`config.mk`:
```
export PLATFORM = sky130hd
export DESIGN_NAME = wct_timer
export DESIGN_NICKNAME = d
export VERILOG_FILES = /design/src/hw/wct_pkg.sv /design/src/hw/wct_cam_store.sv /design/src/hw/wct_timer.sv
export SDC_FILE = /design/constraint.sdc
export NUM_CORES = 1
export LEC_CHECK = 0
export ABC_AREA = 1
export BUFFER_PORTS_ARGS = -buffer_cell sky130_fd_sc_hd__buf_2
export CORE_ASPECT_RATIO = 1.2
export CORE_UTILIZATION = 39
export DETAILED_ROUTE_END_ITERATION = 12
export GPL_TIMING_DRIVEN = 0
export PLACE_DENSITY = 0.53
export SYNTH_ARGS = -nofsm -noshare
export SYNTH_HDL_FRONTEND = slang
export SYNTH_SLANG_ARGS = --single-unit
```
`constraint.sdc`:
```
create_clock -name clock -period 9 [get_ports clock]
set_clock_uncertainty 0.2 [all_clocks]
set_input_delay 1.35 -clock clock [delete_from_list [all_inputs] [get_ports clock]]
set_output_delay 1.35 -clock clock [all_outputs]
set_load 0.05 [all_outputs]
```
`src/hw/wct_pkg.sv`:
```
// Package with constants and types for the weekly cam timer
package wct_pkg;
  // ************************************************************
  // Sizes
  // ************************************************************
  localparam int NUM_CAMS = 3;
  localparam int DAYS = 7;
  localparam int HOUR_W = 5;
  localparam int MIN_W = 6;
  localparam int TIME_W = HOUR_W + MIN_W;
  // ************************************************************
  // Time-of-day limits and encodings
  // ************************************************************
  localparam logic [HOUR_W-1:0] LAST_HOUR = 5'h17;
  localparam logic [MIN_W-1:0] LAST_MIN = 6'h3b;
  localparam logic [TIME_W-1:0] TIME_UNSET = 11'h7ff;
  localparam logic [TIME_W-1:0] TIME_MIDNIGHT = 11'h000;
  localparam logic [DAYS-1:0] DAYS_NONE = 7'h00;
  localparam logic [2:0] WDAY_LAST = 3'h6;
  localparam logic RESET_LEVEL = 1'b0;

  // Action requested by one cam in the current minute
  typedef enum logic [1:0] {
    WCT_ACT_NONE,
    WCT_ACT_ON,
    WCT_ACT_OFF
  } wct_act_t;
endpackage : wct_pkg

```
`src/hw/wct_cam_store.sv`:
```
// Small memory holding the settings of all cams
`timescale 1ns/1ps
module wct_cam_store #(
  parameter int N = wct_pkg::NUM_CAMS,
  parameter int W = wct_pkg::DAYS + 2 * wct_pkg::TIME_W
) (
  // Clock and reset
  input wire logic clock,
  input wire logic rst,
  // Write port
  input wire logic wr_en,
  input wire logic [1:0] wr_idx,
  input wire logic [W-1:0] wr_data,
  // Registered read of every entry, flattened
  output logic [N*W-1:0] rd_data_q
);
  logic [W-1:0] mem_q [N];

  // Storage, unset times and no days after reset
  always_ff @(posedge clock or posedge rst) begin
    if (rst) begin
      for (int i = 0; i < N; i++) begin
        mem_q[i] <= {wct_pkg::DAYS_NONE, wct_pkg::TIME_UNSET,
                     wct_pkg::TIME_UNSET};
      end
    end else if (wr_en && (int'(wr_idx) < N)) begin
      mem_q[wr_idx] <= wr_data;
    end
  end

  // Read register
  always_ff @(posedge clock or posedge rst) begin
    if (rst) begin
      rd_data_q <= '0;
    end else begin
      for (int i = 0; i < N; i++) begin
        rd_data_q[i*W +: W] <= mem_q[i];
      end
    end
  end
endmodule : wct_cam_store

```
`src/hw/wct_timer.sv`:
```
// Weekly timer with three cams driving one output
`timescale 1ns/1ps
// Operation
// - Three cams, each with on and off time, drive one output.
// - Each cam keeps its own weekdays and times.
// - On-time match on active day sets output; set stays set.
// - Off-time match on active day clears output; clear stays clear.
// - Conflicts resolved: third cam beats second, second beats first.
// - Output level follows the combined actions of all cams.
// - Seven weekday flags per cam; only selected days act.
// - Times are hour:minute from 00:00 to 23:59.
// - An unset time gives no switching action.
// - Function is present only when a real-time clock exists.
module wct_timer #(
  parameter bit HAS_RTC = 1'b1
) (
  // Clock and reset
  input wire logic clock,
  input wire logic rst,
  // Real-time clock: weekday 0=Monday..6=Sunday, hour, minute
  input wire logic [2:0] rtc_wday,
  input wire logic [wct_pkg::HOUR_W-1:0] rtc_hour,
  input wire logic [wct_pkg::MIN_W-1:0] rtc_min,
  input wire logic rtc_valid,
  // Cam configuration: days bit0=Monday, times as hour,minute
  input wire logic cfg_wr,
  input wire logic [1:0] cfg_cam,
  input wire logic [wct_pkg::DAYS-1:0] cfg_days,
  input wire logic [wct_pkg::TIME_W-1:0] cfg_on_time,
  input wire logic [wct_pkg::TIME_W-1:0] cfg_off_time,
  // Output and status
  output logic switch_q,
  output logic event_q,
  output logic cfg_err_q
);
  localparam int N = wct_pkg::NUM_CAMS;
  localparam int TW = wct_pkg::TIME_W;
  localparam int W = wct_pkg::DAYS + 2 * TW;

  // ************************************************************
  // Helpers
  // ************************************************************
  // A time is usable when it lies within one day
  function automatic logic time_ok(input logic [TW-1:0] t);
    time_ok = (t[TW-1:wct_pkg::MIN_W] <= wct_pkg::LAST_HOUR) &&
              (t[wct_pkg::MIN_W-1:0] <= wct_pkg::LAST_MIN);
  endfunction : time_ok

  // Setting is either a valid time or the unset marker
  function automatic logic setting_ok(input logic [TW-1:0] t);
    setting_ok = time_ok(t) || (t == wct_pkg::TIME_UNSET);
  endfunction : setting_ok

  // ************************************************************
  // Cam storage
  // ************************************************************
  logic [N*W-1:0] cams;
  logic cfg_good;

  assign cfg_good = setting_ok(cfg_on_time) && setting_ok(cfg_off_time) &&
                    (int'(cfg_cam) < N);

  // Each cam keeps its own days and times
  wct_cam_store #(
    .N(N),
    .W(W)
  ) u_store (
    .clock(clock),
    .rst(rst),
    .wr_en(cfg_wr && cfg_good),
    .wr_idx(cfg_cam),
    .wr_data({cfg_days, cfg_on_time, cfg_off_time}),
    .rd_data_q(cams)
  );

  // Rejected configuration flag
  always_ff @(posedge clock or posedge rst) begin
    if (rst) begin
      cfg_err_q <= 1'b0;
    end else if (cfg_wr) begin
      cfg_err_q <= !cfg_good;
    end
  end

  // ************************************************************
  // Minute tracking
  // ************************************************************
  logic [TW-1:0] now;
  logic [TW-1:0] last_min_q;
  logic seen_q;
  logic new_min;
  logic now_ok;

  assign now = {rtc_hour, rtc_min};
  assign now_ok = rtc_valid && time_ok(now) &&
                  (rtc_wday <= wct_pkg::WDAY_LAST);
  assign new_min = now_ok && (!seen_q || (now != last_min_q));

  // Remember the minute already acted upon
  always_ff @(posedge clock or posedge rst) begin
    if (rst) begin
      last_min_q <= wct_pkg::TIME_MIDNIGHT;
      seen_q <= 1'b0;
    end else if (new_min) begin
      last_min_q <= now;
      seen_q <= 1'b1;
    end
  end

  // ************************************************************
  // Cam evaluation and priority
  // ************************************************************
  wct_pkg::wct_act_t act [N];
  wct_pkg::wct_act_t win;

  // Per-cam action for this minute
  always_comb begin
    for (int i = 0; i < N; i++) begin
      logic [W-1:0] c;
      logic day_on;
      c = cams[i*W +: W];
      day_on = c[2*TW + 32'(rtc_wday)];
      act[i] = wct_pkg::WCT_ACT_NONE;
      if (day_on && c[2*TW-1:TW] != wct_pkg::TIME_UNSET &&
          c[2*TW-1:TW] == now) begin
        act[i] = wct_pkg::WCT_ACT_ON;
      end
      if (day_on && c[TW-1:0] != wct_pkg::TIME_UNSET &&
          c[TW-1:0] == now) begin
        act[i] = wct_pkg::WCT_ACT_OFF; // Same cam: off wins
      end
    end
  end

  // Highest-numbered active cam decides
  always_comb begin
    win = wct_pkg::WCT_ACT_NONE;
    for (int i = 0; i < N; i++) begin
      if (act[i] != wct_pkg::WCT_ACT_NONE) begin
        win = act[i];
      end
    end
  end

  // ************************************************************
  // Output register
  // ************************************************************
  // Output changes only on a switching event
  always_ff @(posedge clock or posedge rst) begin
    if (rst) begin
      switch_q <= wct_pkg::RESET_LEVEL;
      event_q <= 1'b0;
    end else begin
      event_q <= 1'b0;
      if (HAS_RTC && new_min) begin
        case (win)
          wct_pkg::WCT_ACT_ON: begin
            switch_q <= 1'b1;
            event_q <= 1'b1;
          end
          wct_pkg::WCT_ACT_OFF: begin
            switch_q <= 1'b0;
            event_q <= 1'b1;
          end
          default: begin
          end
        endcase
      end
    end
  end

  // ************************************************************
  // Checks
  // ************************************************************
  property p_hold;
    @(posedge clock) disable iff (rst)
      !event_q |-> $stable(switch_q);
  endproperty
  a_hold: assert property (p_hold)
    else $error("output changed without event");

  property p_once;
    @(posedge clock) disable iff (rst)
      event_q && $stable(now) && $stable(rtc_valid) ##1 $stable(now)
      |-> !event_q;
  endproperty
  a_once: assert property (p_once)
    else $error("second event within one minute");

  property p_on;
    @(posedge clock) disable iff (rst)
      HAS_RTC && new_min && win == wct_pkg::WCT_ACT_ON |=> switch_q;
  endproperty
  a_on: assert property (p_on)
    else $error("on match did not set output");

  property p_off;
    @(posedge clock) disable iff (rst)
      HAS_RTC && new_min && win == wct_pkg::WCT_ACT_OFF |=> !switch_q;
  endproperty
  a_off: assert property (p_off)
    else $error("off match did not clear output");

  property p_prio;
    @(posedge clock) disable iff (rst)
      HAS_RTC && new_min && act[2] == wct_pkg::WCT_ACT_OFF
      |=> !switch_q;
  endproperty
  a_prio: assert property (p_prio)
    else $error("third cam off did not win");

  property p_prio2;
    @(posedge clock) disable iff (rst)
      HAS_RTC && new_min && act[2] == wct_pkg::WCT_ACT_NONE &&
      act[1] == wct_pkg::WCT_ACT_ON |=> switch_q;
  endproperty
  a_prio2: assert property (p_prio2)
    else $error("second cam on did not win over first");

  property p_invalid;
    @(posedge clock) disable iff (rst)
      !now_ok |=> !event_q;
  endproperty
  a_invalid: assert property (p_invalid)
    else $error("event from invalid time");

  property p_nortc;
    @(posedge clock) disable iff (rst)
      !HAS_RTC |-> !switch_q && !event_q;
  endproperty
  a_nortc: assert property (p_nortc)
    else $error("output active without clock variant");
endmodule : wct_timer

```
==> results of run 1 <==
==> worst max path at each step <==
stage	from	end	slack [ns]	cells past startpoint
after floorplan	rst	cfg_err_q	2.42	1
after global placement	rst	u_store.rd_data_q[63]	0.23	2
after detailed placement	rtc_wday[1]	switch_q	4.99	15
after CTS	rtc_wday[1]	switch_q	5.45	15
after global routing	rtc_wday[1]	switch_q	5.13	16
final	rtc_wday[1]	switch_q	5.39	15
==> synthesized netlist by cell type (2+ instances only) <==
library cell,count
o22ai_1,7
inv_1,82
or2_2,7
clkbuf_2,5
dfrtp_1,123
nand3_1,27
clkinv_1,2
inv_2,3
o21ai_0,63
dfstp_2,66
buf_2,20
a21oi_1,12
nand3b_1,3
o21ai_1,64
nor2_1,59
xnor2_1,12
nor3_1,13
xor2_1,17
ha_1,3
o211ai_1,4
nand3_2,3
nand2_1,254
buf_6,9
nand4_1,11
==> layer usage <==
layer	GRT usage (%)	routed length [um]	up-vias
li1	-	-	2900
met1	27.7	9200	2821
met2	34.5	9890	121
met3	3.98	856	20
met4	5.43	247	0
met5	0	0	-
==> power by group <==
group | total (uW) | leakage [uW] | internal [uW] | switching, uW
clock | 714 | 0.000273 | 364 | 350
sequential | 1230 | 0.00223 | 1090 | 138
combinational | 322 | 0.00185 | 131 | 191
total | 2270 | 0.00436 | 1590 | 679
==> logic make-up (layout without fill, tap and decap cells) <==
kind of cell / Yosys count / in the layout
buf+inv: 122 / 197
compound gates: 153 / 153
xor+xnor: 29 / 29
flops: 189 / 189
simple gates: 379 / 379
fa+ha+maj: 3 / 3
==> per-stage QoR <==
stage          utilization (%)  hold WS, ns  area, um^2  total power, uW  setup WS (ns)
4_1_cts                   45.4        0.178        9160             2290           5.45
3_5_place_dp              42.6        0.161        8600             1570           4.99
3_3_place_gp              42.4        0.158        8560             1560          0.230
2_1_floorplan                -        0.154        8020             1440           2.42
5_1_grt                   45.4        0.183        9160             2400           5.13
6_report                  45.4        0.178        9160             2270           5.39
==> worst max-delay path, stage by stage <==
cell,delay [ns]
buf_2,0.17
clkinv_1,0.27
ha_1,0.46
inv_1,0.15
a21oi_1,0.16
o21ai_0,0.09
nand2_1,0.12
nand2_1,0.08
nand2_1,0.07
nand2_1,0.05
a21oi_1,0.17
ha_1,0.26
nand3b_1,0.19
nand2_1,0.07
o21ai_0,0.07
==> cell type report <==
cell class	count	area, um^2
well taps	265	332
plain buffers	35	230
multi-input cells	564	2650
repair buffers	43	238
inverters	87	334
fillers	1994	11000
flip-flops and latches	189	4810
clock buffers	17	425
clock inverters	15	133
==> sequential cells by signal (all words and copies together) (netlist names) <==
register and count:
u_store.mem_q 87, cfg_err_q 1, event_q 1, u_store.rd_data_q 87
switch_q 1, last_min_q 11, seen_q 1
==> impl_metrics.csv, run 1 <==
group,metric,value,unit
clocking,htreeDepth,4,
synth,synth-edff-count,0,
floorplanning,rows,57,
sta,setup_viol,0,
clocking,clock-sinks,189,
global_route,grt_pass1_vias,5813,
sta,finalCritPeriodShare,40.1,%
clocking,clockBufferDepth,2,
sta,period_needed,3.61,ns
clocking,cts_tree,"done",
synth,synth_area_leaders,"dfrtp_1 (38%), dfstp_2 (22%), nand2_1 (12%)",
synth,synth_mux_area_share,0,%
sta,tns,0,ns
power_and_ir_drop,peakVddDrop,129,uV
clocking,path_clk_slew,0.07,ns
floorplanning,start_util,39.7,%
critical_path,rr_endpoint,"switch_q",
floorplanning,die_h,159,um
synth,syn_area,8020,um^2
sta,fmax,277,MHz
sta,drv_slew,0,
placement,dp_cells,1183,
global_route,grt_overflow_total,0,
critical_path,path_class,"in2reg",
drt,ant_nets,0,
synth,yosys_warnings,0,
floorplanning,die_x,133,um
layout,final_nets,989,
layout,final_cells,1215,
clocking,root_buffer,"clkbuf_16",
min_path,hp-class,"reg2reg",
critical_path,cp-start-kind,"input pin",
drt,drtIter0Drc,411,
synth,synthCells,875,
drt,routed_wl,20.2,mm
sta,timing_hold_violations_final,0,
synth,synth_top_family_by_area,"simple AND/OR/NAND/NOR gates",
global_route,antenna_found_initial,0,
critical_path,rr_startpoint,"u_store.rd_data_q[63]",
placement,place_congestion,0.880,
placement,place.port_buffers,42,
floorplanning,coreArea,20200,um^2
drt,drc,0,
synth,ys_ff_latch,189,
drt,wl_per_cell,16.6,um
layout,final_common_cell,"nand2_1",
clocking,cts_resized,0,
drt,dr.pass1.iters,5,
layout,layout_common_cells,"nand2_1 (254), dfrtp_1 (123), inv_1 (81), dfstp_2 (66), o21ai_1 (64)",
critical_path,reg2reg_depth,12,
min_path,min_from,"u_store.mem_q[25]",
critical_path,cp.required,9.12,ns
sta,tightestPinTransition,0.710,ns
synth,async_flop_share,100,%
placement,dp_hpwl,14.6,mm
clocking,clock_latency,0.44,ns
min_path,min_to,"u_store.rd_data_q[83]",
synth,synthAdderAreaFrac,0.468,%
synth,synth.avg_cell_area,9.17,um^2
synth,synth-simple-area-share,19.5,%
floorplanning,io_pins,52,
critical_path,crit_fanout,9,
floorplanning,dieArea,21200,um^2
critical_path,endpoint_kind,"register",
synth,synth-xor-area-share,3.17,%
run,maxCapViolCount,0,
synth,synth_compound_area_share,9.90,%
critical_path,rrSetupSlack,6.55,ns
sta,rsz0062_at_grt,"false",
drt,vias,5862,
clocking,cts_hold_buf,0,
critical_path,cp.arrival,3.73,ns
drt,viasPerCell,4.82,
global_route,grt_pass1_wl,32.9,mm
layout,drive_gt1_share,20.2,%
power_and_ir_drop,power_density,248,nW/um^2
clocking,cts_buffers,17,
sta,slew_headroom,52.7,%
synth,yosysTopAreaCell,"dfrtp_1",
layout,area.growth.synth_to_final,14.1,%
global_route,grt_max_degree,104,
min_path,hold_depth,0,
synth,synth_top_area_share,38.4,%
synth,synth.net_count,927,
synth,synth_cell_types,30,
layout,diodes,0,
synth,yosysSeqAreaShare,60.0,%
global_route,track_usage,20.7,%
run_status,outcome,"finished, final reports clean",
power_and_ir_drop,p_leak,0.00436,uW
synth,ys.flop_type,"dfrtp_1",
clocking,postCtsSetupRepairBufs,0,
Note: power is estimated with default switching activity, not from simulation.
==> run 2: changes to the inputs <==
Clock period 9 ns to 3.7 ns, I/O delays scaled along.
==> impl_metrics.csv, run 2 (same netlist as run 1, synthesis figures left out) <==
group,metric,value,unit
run_status,outcome,"finished, final reports clean",
floorplanning,rows,57,
sta,tightestPinTransition,0.867,ns
critical_path,reg2reg_depth,12,
global_route,grt_max_degree,43,
critical_path,rr_startpoint,"u_store.rd_data_q[63]",
global_route,antenna_found_initial,1,
clocking,clock-sinks,189,
clocking,cts_buffers,17,
min_path,hp-class,"in2async",
global_route,grt_pass1_vias,5968,
placement,place_congestion,0.886,
power_and_ir_drop,peakVddDrop,305,uV
drt,viasPerCell,4.86,
critical_path,cp.buffers_inverters,3,
floorplanning,io_pins,52,
sta,slew_headroom,42.1,%
sta,setup_viol,0,
clocking,clock_latency,0.44,ns
layout,drive_gt1_share,20.3,%
floorplanning,coreArea,20200,um^2
clocking,cts_hold_buf,0,
critical_path,cp_cell_sequence,"buf_2 -> clkinv_1 -> ha_1 -> inv_1 -> a21oi_1 -> o21ai_0 -> nand2_1 -> nand2_1 -> nand2_1 -> nand2_1 -> a21oi_1 -> ha_1 -> nand3b_1 -> nand2_1 -> o21ai_0",
sta,finalCritPeriodShare,76.4,%
power_and_ir_drop,power_density,598,nW/um^2
sta,setup_ws,0.874,ns
placement,dp_slack,0.454,ns
floorplanning,die_h,159,um
global_route,grt_overflow_total,0,
placement,dp_cells,1186,
run,maxCapViolCount,0,
placement,dp_hpwl,14.9,mm
critical_path,path_delay_family,"adder cells",
placement,place.port_buffers,42,
critical_path,slowest_stage,"ha_1",
critical_path,slowest_delay,0.47,ns
global_route,track_usage,21.1,%
critical_path,cp_common_cell,"nand2_1",
drt,vias,5921,
layout,fin_area,9190,um^2
sta,period_needed,2.83,ns
layout,final_common_cell,"nand2_1",
layout,area.growth.synth_to_final,14.5,%
floorplanning,die_x,133,um
critical_path,cp.required,3.82,ns
layout,layout_common_cells,"nand2_1 (254), dfrtp_1 (123), inv_1 (81), dfstp_2 (66), o21ai_1 (64)",
layout,final.fill_count,2007,
drt,wl_per_cell,17.0,um
layout,multiInputGateArea,2650,um^2
critical_path,endpoint_kind,"register",
drt,drc,0,
critical_path,rrSetupSlack,1.30,ns
sta,fmax,354,MHz
critical_path,rr_endpoint,"switch_q",
layout,final_nets,992,
drt,ant_nets,0,
drt,dr.pass1.iters,5,
clocking,cts_resized,0,
placement,dpl_cell_area,8650,um^2
layout,final_cells,1218,
sta,timing_hold_violations_final,0,
critical_path,cp.arrival,2.94,ns
drt,drtIter0Drc,408,
clocking,htreeDepth,4,
drt,routed_wl,20.7,mm
clocking,root_buffer,"clkbuf_16",
clocking,path_clk_slew,0.07,ns
power_and_ir_drop,p_leak,0.00435,uW
critical_path,crit_fanout,9,
sta,rsz0062_at_grt,"false",
critical_path,cp-start-kind,"input pin",
sta,drv_slew,0,
clocking,clockBufferDepth,2,
floorplanning,start_util,39.7,%
layout,diodes,0,
critical_path,path_class,"in2reg",
layout,top_regs,"u_store.mem_q (87), u_store.rd_data_q (87), last_min_q (11)",
layout,area.sequential,4810,um^2
floorplanning,dieArea,21200,um^2
clocking,cts_tree,"done",
clocking,postCtsSetupRepairBufs,0,
global_route,grt_pass1_wl,33.3,mm
==> run 2: cell types whose count changed in the layout (fill, tap and decap cells not counted) <==
cell        previous run  this run
buf_12                 0         4
clkinv_2               3         1
buf_16                 1         0
inv_8                  4         1
inv_6                  4         5
clkinv_8               1         0
clkbuf_1               1         3
clkinvlp_4             2         5
==> run 2: area by class of cell <==
cell class / count / share of cell area (%)
inverter: 87 / 3.59
buffer: 35 / 2.51
tap: 265 / 3.61
multi-input combinational: 564 / 28.9
sequential: 189 / 52.4
clock inverter: 13 / 1.17
clock buffer: 19 / 4.71
timing repair buffer: 46 / 3.16
==> run 2: power by group <==
group	switching (uW)	internal [uW]	total (uW)
Sequential	338	2660	3000
Clock	831	876	1710
Combinational	470	324	794
==> run 2: worst max-delay path by stage <==
stage	start	cells after the start	to
floorplan	rst	1	cfg_err_q
global placement	rst	2	u_store.rd_data_q[2]
detailed placement	rtc_wday[1]	15	switch_q
CTS	rtc_wday[1]	15	switch_q
global route	rtc_wday[1]	16	switch_q
finish	rtc_wday[1]	15	switch_q
==> run 2: worst register-to-register path, stage by stage (launching register included) <==
cell and delay (ns):
dfrtp_1 0.41, or2_2 0.28, a21oi_1 0.17, nand2_1 0.07, nor2_1 0.09, nand3_1 0.11, nand2_1 0.09, nand2_1 0.06
a21oi_1 0.21, ha_1 0.26, nand3b_1 0.19, nand2_1 0.07, o21ai_0 0.07
==> run 2: per-stage QoR <==
step / hold slack (ns) / power [uW] / util [%] / TNS [ns]
CTS: 0.0998 / 5540 / 45.5 / 0
detailed placement: 0.160 / 3830 / 42.8 / 0
global placement: 0.158 / 3800 / 42.5 / -75.57
finish: 0.0924 / 5500 / 45.5 / 0
floorplan: 0.154 / 3500 / - / 0
global route: 0.154 / 5810 / 45.5 / 0
==> run 2: layer usage <==
metal	wire length [um]	vias up	share of wire, %	global-route usage, %
li1	-	2912	-	-
met3	753	35	3.6	4.11
met1	9570	2864	46	27.9
met5	14	-	0.068	0
met2	9900	108	48	34.6
met4	435	2	2.1	7.52
